**config.mk**
```make
export PLATFORM = sky130hd
export DESIGN_NAME = tsp_unit
export DESIGN_NICKNAME = d
export VERILOG_FILES = /design/src/hdl/tsp_unit.v
export VERILOG_INCLUDE_DIRS = /design/src /design/src/hdl
export SDC_FILE = /design/constraint.sdc
export NUM_CORES = 1
export LEC_CHECK = 0
export ABC_CLOCK_PERIOD_IN_PS = 11100
export BUFFER_PORTS_ARGS = -buffer_cell sky130_fd_sc_hd__buf_2
export CORE_MARGIN = 5
export CORE_UTILIZATION = 44
export CTS_CLUSTER_DIAMETER = 30
export DETAILED_ROUTE_END_ITERATION = 8
export GPL_TIMING_DRIVEN = 0
export PLACE_DENSITY_LB_ADDON = 0.15
export SLEW_MARGIN = 20
export SYNTH_ARGS = -nofsm -noshare
export SYNTH_HDL_FRONTEND = slang
export SYNTH_SLANG_ARGS = --single-unit
```
**constraint.sdc**
```tcl
create_clock -name clk -period 11.1 [get_ports clk]
set_clock_uncertainty 0.15 [all_clocks]
set_input_delay 0.555 -clock clk [delete_from_list [all_inputs] [get_ports clk]]
set_output_delay 0.555 -clock clk [all_outputs]
set_load 0.01 [all_outputs]
```
**src/hdl/tsp_map.vh**
```
// Constants for the table search and pointer unit.
// Assumes a 16-bit word memory with read data valid in the same cycle that rd_en is high.
`ifndef TSP_MAP_VH
`define TSP_MAP_VH
`define TSP_OP_FIND   2'h1
`define TSP_OP_GREATER 2'h2
`define TSP_OP_MOVE   2'h3
`define TSP_LEN_MAX   8'hff
`define TSP_PTR_WRAP  16'h0001
`define TSP_ZERO16    16'h0000
`endif

```
**src/hdl/tsp_unit.v**
```verilog
// Word-table search and pointer-move engine for a controller CPU.
// Assumes a memory with read data valid in the same cycle that rd_en is high, writes in one cycle.
//
// Function
// - Equal search covers tables of 0 to 255 words
// - Length stack2, start stack1, offset accumulator
// - Offset taken from accumulator low sixteen bits
// - Match returns offset from table start
// - Offset outside table or no match fails
// - Key is memory word or 16-bit constant
// - Greater search: first word above key
// - Greater search always starts at first word
// - No greater word: zero and fail flag
// - Fail flag holds until next flag writer
// - Move copies word then increments pointer
// - Table first word is the pointer
// - Move: length stack1, start accumulator, destination given
// - Pointer at length wraps to one
// - Pointer zero or length selects first data word
// - Move runs once per start; repeated starts repeat it
// - Table-end flag when new pointer equals length
// - Status flags cleared at scan end, unless a search or move sets one in that cycle
// - Every memory location is sixteen bits
`include "tsp_map.vh"
`timescale 1ns/1ps
`default_nettype none
module tsp_unit (
  // Clock and reset
  input wire clk,
  input wire arst_n,
  input wire clk_en,
  // Command from sequencer
  input wire start,
  input wire [1:0] op,
  input wire [15:0] stack1,
  input wire [15:0] stack2,
  input wire [31:0] acc_in,
  input wire [15:0] key_const,
  input wire key_is_mem,
  input wire [15:0] key_addr,
  input wire [15:0] dest_addr,
  input wire scan_end,
  // Memory port
  output reg mem_rd_en,
  output reg mem_wr_en,
  output reg [15:0] mem_addr,
  output reg [15:0] mem_wdata,
  input wire [15:0] mem_rdata,
  // Results
  output reg busy,
  output reg done,
  output reg [31:0] acc_out,
  output reg acc_we,
  output reg search_fail_flag,
  output reg table_end_flag
);
  // ---------------------------------------------------------------
  // State
  // ---------------------------------------------------------------
  localparam ST_IDLE = 3'h0;
  localparam ST_KEY = 3'h1;
  localparam ST_SCAN = 3'h2;
  localparam ST_PTR = 3'h3;
  localparam ST_DATA = 3'h4;
  localparam ST_WRITE = 3'h5;
  localparam ST_WAIT = 3'h6;

  reg rs1_reg;
  reg rs2_reg;
  reg [2:0] state_reg;
  reg [1:0] op_reg;
  reg [7:0] len_reg;
  reg [15:0] base_reg;
  reg [15:0] key_reg;
  reg [15:0] dest_reg;
  reg [7:0] idx_reg;
  reg [15:0] ptr_reg;
  wire rst_n = rs2_reg;

  // ---------------------------------------------------------------
  // Helpers
  // ---------------------------------------------------------------
  // Greater compare is unsigned, words treated as 0..ffff
  function hit;
    input [1:0] f_op;
    input [15:0] f_word;
    input [15:0] f_key;
    begin
      if (f_op == `TSP_OP_FIND)
        hit = (f_word == f_key);
      else
        hit = (f_word > f_key);
    end
  endfunction

  // Word address of table entry n past the start
  function [15:0] entry;
    input [15:0] f_base;
    input [7:0] f_n;
    begin
      entry = f_base + {8'h00, f_n};
    end
  endfunction

  // Empty table, or offset at or past the length, fails before any table read
  function bad_start;
    input [1:0] f_op;
    input [7:0] f_len;
    input [15:0] f_off;
    begin
      if (f_len == 8'h00)
        bad_start = 1'b1;
      else if (f_op == `TSP_OP_FIND)
        bad_start = (f_off[15:8] != 8'h00) || (f_off[7:0] >= f_len);
      else
        bad_start = 1'b0;
    end
  endfunction

  // Nine-bit sum so index ff cannot wrap back into the table
  function last_word;
    input [7:0] f_idx;
    input [7:0] f_len;
    begin
      last_word = ({1'b0, f_idx} + 9'h001 >= {1'b0, f_len});
    end
  endfunction

  // Pointer zero and pointer equal to length both pick the first data word
  function [15:0] data_slot;
    input [15:0] f_base;
    input [15:0] f_ptr;
    input [7:0] f_len;
    begin
      if (f_ptr == `TSP_ZERO16 || f_ptr == {8'h00, f_len})
        data_slot = f_base + 16'h0001;
      else
        data_slot = f_base + f_ptr;
    end
  endfunction

  // Next pointer: wraps to one, never zero, once length is reached
  function [15:0] ptr_step;
    input [15:0] f_ptr;
    input [7:0] f_len;
    begin
      if (f_ptr == {8'h00, f_len})
        ptr_step = `TSP_PTR_WRAP;
      else
        ptr_step = f_ptr + 16'h0001;
    end
  endfunction

  // ---------------------------------------------------------------
  // Reset release
  // ---------------------------------------------------------------
  always @(posedge clk or negedge arst_n) begin
    if (!arst_n) begin
      rs1_reg <= 1'b0;
      rs2_reg <= 1'b0;
    end else begin
      rs1_reg <= 1'b1;
      rs2_reg <= rs1_reg;
    end
  end

  // ---------------------------------------------------------------
  // Engine
  // ---------------------------------------------------------------
  always @(posedge clk or negedge rst_n) begin
    if (!rst_n) begin
      state_reg <= ST_IDLE;
      op_reg <= 2'h0;
      len_reg <= 8'h00;
      base_reg <= 16'h0000;
      key_reg <= 16'h0000;
      dest_reg <= 16'h0000;
      idx_reg <= 8'h00;
      ptr_reg <= 16'h0000;
      mem_rd_en <= 1'b0;
      mem_wr_en <= 1'b0;
      mem_addr <= 16'h0000;
      mem_wdata <= 16'h0000;
      busy <= 1'b0;
      done <= 1'b0;
      acc_out <= 32'h00000000;
      acc_we <= 1'b0;
      search_fail_flag <= 1'b0;
      table_end_flag <= 1'b0;
    end else if (clk_en) begin
      done <= 1'b0;
      acc_we <= 1'b0;
      mem_rd_en <= 1'b0;
      mem_wr_en <= 1'b0;
      if (scan_end) begin
        search_fail_flag <= 1'b0;
        table_end_flag <= 1'b0;
      end
      case (state_reg)
        ST_IDLE: begin
          if (start && op != 2'h0) begin
            op_reg <= op;
            busy <= 1'b1;
            key_reg <= key_const;
            dest_reg <= dest_addr;
            if (op == `TSP_OP_FIND) begin
              len_reg <= stack2[7:0];
              base_reg <= stack1;
              idx_reg <= acc_in[7:0];
            end else begin
              len_reg <= stack1[7:0];
              base_reg <= acc_in[15:0];
              idx_reg <= 8'h00;
            end
            if (op == `TSP_OP_MOVE) begin
              mem_rd_en <= 1'b1;
              mem_addr <= acc_in[15:0];
              state_reg <= ST_PTR;
            end else if (key_is_mem) begin
              mem_rd_en <= 1'b1;
              mem_addr <= key_addr;
              state_reg <= ST_KEY;
            end else begin
              state_reg <= ST_WAIT;
            end
          end
        end
        ST_KEY: begin
          key_reg <= mem_rdata;
          state_reg <= ST_WAIT;
        end
        ST_WAIT: begin
          if (bad_start(op_reg, len_reg, acc_in[15:0])) begin
            search_fail_flag <= 1'b1;
            acc_out <= 32'h00000000;
            acc_we <= 1'b1;
            done <= 1'b1;
            busy <= 1'b0;
            state_reg <= ST_IDLE;
          end else begin
            mem_rd_en <= 1'b1;
            mem_addr <= entry(base_reg, idx_reg);
            state_reg <= ST_SCAN;
          end
        end
        ST_SCAN: begin
          // One read in flight; the next is issued as this one is judged
          if (hit(op_reg, mem_rdata, key_reg)) begin
            acc_out <= {24'h000000, idx_reg};
            acc_we <= 1'b1;
            search_fail_flag <= 1'b0;
            done <= 1'b1;
            busy <= 1'b0;
            state_reg <= ST_IDLE;
          end else if (last_word(idx_reg, len_reg)) begin
            acc_out <= 32'h00000000;
            acc_we <= 1'b1;
            search_fail_flag <= 1'b1;
            done <= 1'b1;
            busy <= 1'b0;
            state_reg <= ST_IDLE;
          end else begin
            idx_reg <= idx_reg + 8'h01;
            mem_rd_en <= 1'b1;
            mem_addr <= entry(base_reg, idx_reg + 8'h01);
          end
        end
        ST_PTR: begin
          // Pointers past the length move nothing
          ptr_reg <= mem_rdata;
          if (mem_rdata > {8'h00, len_reg} || len_reg == 8'h00) begin
            done <= 1'b1;
            busy <= 1'b0;
            state_reg <= ST_IDLE;
          end else begin
            mem_rd_en <= 1'b1;
            mem_addr <= data_slot(base_reg, mem_rdata, len_reg);
            state_reg <= ST_DATA;
          end
        end
        ST_DATA: begin
          mem_wr_en <= 1'b1;
          mem_addr <= dest_reg;
          mem_wdata <= mem_rdata;
          state_reg <= ST_WRITE;
        end
        ST_WRITE: begin
          mem_wr_en <= 1'b1;
          mem_addr <= base_reg;
          // Length one wraps onto itself, so the flag follows the new value
          mem_wdata <= ptr_step(ptr_reg, len_reg);
          table_end_flag <= (ptr_step(ptr_reg, len_reg) == {8'h00, len_reg});
          // One start per scan is the caller's job; repeated starts repeat the move
          done <= 1'b1;
          busy <= 1'b0;
          state_reg <= ST_IDLE;
        end
        default: begin
          state_reg <= ST_IDLE;
        end
      endcase
    end
  end
endmodule
`default_nettype wire

```
==> results by group <==
STA
  • Finish-stage setup viols: 0
  • RSZ-0062 raised after global routing: false
  • Fin. max-slew vios: 0
  • Final Cycle Share: a little under half
  • Worst slew pin tran: roughly 0.97 ns
  • Max Clk Rate: between 0.15 and 0.2 GHz
  • Worst hold slack: about 0.2 ns
  • Relative slew slack: around 35%
  • Hold Violations, Final: 0
  • Tmin final: between 5 and 6 ns
  • Setup TNS: 0 ns

Layout
  • Multi-input logic area: about 0.0056 mm²
  • Final cell count without fillers: around 1,500
  • Register area: 0.00336 mm²
  • Share of layout cells above drive strength 1: about 24%
  • Fill cells: approximately 2,000
  • Area growth from synthesis to final layout: 19.7%
  • Nets: roughly 1,400
  • N_diodes: 0

Critical path
  • Nature of the critical path startpoint: flip-flop
  • Reg-to-reg slack, setup: slightly above 6 ns
  • Critical path startpoint: state_reg[0]
  • Crit. End Element: flip-flop
  • R2r worst-path depth: 17
  • Critical Path Most Common Cell: a21oi_1
  • Crit path cell chain: buf_2 -> buf_1 -> buf_1 -> clkbuf_1 -> nand3b_1 -> o21ai_0 -> a21oi_1 -> ha_1 -> fa_1 -> a211oi_1 -> o21bai_1 -> a21oi_1 -> nand2b_1 -> a21oi_1 -> xnor2_1 -> a222oi_1 -> mux2_2
  • Crit path kind: reg2reg
  • CP delay by family, top: buffers and inverters
  • WP data required: ~11 ns
  • CP max stage cell: buf_1
  • Crit-path max FO: 10
  • Arr. time, crit path: ~5.2 ns
  • Critical path endpoint: mem_addr[8]
  • Max incr delay on CP: 0.55 ns
  • Capturing point of the worst reg2reg path: mem_addr[8]
  • Instance count on the critical path: 17
  • Worst path bufs/invs: 4
  • Reg2Reg Launch Point: state_reg[0]

Drt
  • Per-cell routed wire length: approximately 20 µm
  • Vias/cell: about 5.6
  • DRT iter0 DRCs: 654
  • Post-route DRC: 0
  • First-pass DRT Iterations: 5
  • Total routed wirelength: roughly 31,000 µm
  • Post-route ant nets: 0
  • Routed vias: approximately 8,600

Yosys
  • Ys async rst share: 100%
  • Synth Warn #: 0
  • Mapped Area: approximately 0.0095 mm²
  • Count of cell types in the netlist: 69
  • Cells after Synth: approximately 1,000
  • Primary FF master, synth: dfrtp_1
  • Yosys reg bits: between 100 and 150
  • Post-synthesis sequential area ratio: between 30 and 40%
  • Post-Synthesis Mean Instance Area: a little over 9 µm²
  • Post-synth EDFFs: 0

Placement
  • Routability cong.: 0.915
  • Placed cells: about 1,500
  • IO buf count: about 160
  • Detailed Place HPWL: between 20,000 and 25,000 µm

CTS
  • CTS Sinks: about 130
  • Num CTS Buffers: 17
  • Htree depth: 4
  • Maximum clock path buffer count: 2
  • Clock Latency Late Sink: around 0.43 ns
  • CTS tree: yes
  • Root buffer cell: clkbuf_16
  • Worst-path clk slew: 0.06 ns

Power and ir drop
  • LEAKAGE: about 0.0052 µW
  • Worst vdd ir: roughly 130 µV
  • P per Cell Area: 285 mW/mm²

Floorplan
  • Core area: ~0.021 mm²
  • Die area: 0.0245 mm²
  • Initial Utilization: 44.9%
  • Die width: between 150 and 200 µm
  • Die Height: 157 µm
  • Top-Level Pins: 207
  • Site row count: 53

Global route
  • Largest net degree at the start of global routing: 51
  • First-pass GRT wire length: a little under 50,000 µm
  • Total GRT Usage: between 20 and 30%
  • Initial antenna violation count: 0
  • Grt ovf: 0
  • Number of global-route vias before repair: ~8,400

Status
  • Status: completed

Flow run
  • Maxcap violations: 0

Worst hold path
  • HP Class: reg2async
stage by stage:
| step | total power, µW | instance area (µm²) | util (%) | setup slack [ns] |
|---|---|---|---|---|
| floorplan | 2130 | 9550 | - | 6.94 |
| global placement | 2610 | 10700 | 50.7 | 5.12 |
| detailed placement | 2630 | 10700 | 50.9 | 6.15 |
| CTS | 3220 | 11300 | 53.7 | 6.13 |
| global route | 3480 | 11300 | 53.7 | 5.76 |
| finish | 3230 | 11300 | 53.7 | 6.10 |
how the worst min path moves through the flow:
| stage | depth (start not counted) | endpoint | startpoint | slack (ns) |
|---|---|---|---|---|
| 3_3_place_gp | 1 | rs1_reg | arst_n | 0.19 |
| 6_report | 0 | ptr_reg[3] | rs2_reg | 0.20 |
| 4_1_cts | 2 | dest_reg[12] | dest_addr[12] | 0.19 |
| 2_1_floorplan | 0 | rs1_reg | arst_n | 0.11 |
| 5_1_grt | 2 | dest_reg[14] | dest_addr[14] | 0.20 |
| 3_5_place_dp | 1 | rs1_reg | arst_n | 0.19 |
logic make-up (layout without fill, tap and decap cells):
family | Yosys count | count (layout) | synth area share, %
AOI/OAI and AO/OA | 256 | 256 | 16.7
xor gates and xnor gates | 49 | 49 | 4.54
adders and majority gates | 60 | 60 | 8.09
buffers and inverters | 117 | 308 | 5.91
DFF | 134 | 134 | 35.4
muxes | 126 | 126 | 14.2
other | 2 | 25 | 0.0794
and+or+nand+nor | 294 | 294 | 15.0
power breakdown:
group	internal (µW)	switching [µW]
clock	357	217
sequential	718	191
combinational	753	991
total	1830	1400
layout make-up:
cell class / count / area share [%]
Timing Repair Buffer: 161 / 7.49
Multi-Input combinational cell: 810 / 49.8
Inverter: 34 / 1.13
Buffer: 83 / 3.81
Clock inverter: 8 / 1.12
Tap cell: 275 / 3.04
Sequential cell: 134 / 29.6
Clock buffer: 22 / 4.01
routing by layer:
metal	GRT usage, %	vias up	routed length [µm]
met1	36.0	4117	14100
met2	39.9	308	14300
met3	4.92	43	2100
met4	8.51	0	777
met5	0	-	0
li1	-	4099	-
cell usage in the layout, fill, tap and decap left out, types with 25 or more instances in the layout:
master / n
a21oi_1: 60
buf_2: 164
buf_4: 28
clkbuf_1: 45
conb_1: 25
dfrtp_1: 133
ha_1: 58
inv_1: 33
mux2_2: 61
mux2i_1: 63
nand2_1: 120
nand3_1: 29
nor2_1: 59
o21ai_0: 98
xnor2_1: 32
cells in the mapped netlist, types with 4 or more instances:
cell type / instances / share of area, %
o21ai_0: 98 / 5.2
nand4_1: 13 / 0.86
a222oi_1: 5 / 0.53
o211ai_1: 9 / 0.71
inv_1: 33 / 1.3
buf_1: 7 / 0.28
nor4_1: 11 / 0.73
nor3_1: 14 / 0.74
a32o_1: 8 / 0.85
buf_2: 6 / 0.32
a21o_1: 10 / 0.79
ha_1: 58 / 7.7
o22ai_1: 7 / 0.46
nand2b_1: 5 / 0.33
and3_1: 5 / 0.33
nand2_1: 120 / 4.8
mux2_2: 61 / 7.3
buf_4: 28 / 2.2
nor2b_1: 7 / 0.46
a31oi_1: 8 / 0.53
mux2i_1: 63 / 6.7
o31ai_1: 4 / 0.32
and2_1: 10 / 0.66
nor2_1: 60 / 2.4
o221ai_1: 5 / 0.46
nand3_1: 29 / 1.5
a21oi_1: 60 / 3.2
a211oi_1: 15 / 1.2
clkbuf_1: 41 / 1.6
dfrtp_1: 134 / 35
xnor2_1: 32 / 3.0
xor2_1: 17 / 1.6
worst register-to-register path: cells and delay by family, from the launching register on:
family                   cells  cell delay [ns]
multiplexers                 1             0.22
AO/OA/AOI/OAI                7             1.45
adder cells (fa/ha/maj)      2             0.50
XOR/XNOR                     1             0.10
flip-flops                   1             0.39
AND/OR/NAND/NOR              2             0.32
buffers and inverters        4             1.81
timing repair:
item	4_1_cts	5_1_grt
endpoints found under the hold margin	2	0
hold buffers	1	0
resized for setup	0	0
buffers inserted	0	0
Power figures use the tool's default switching activity.
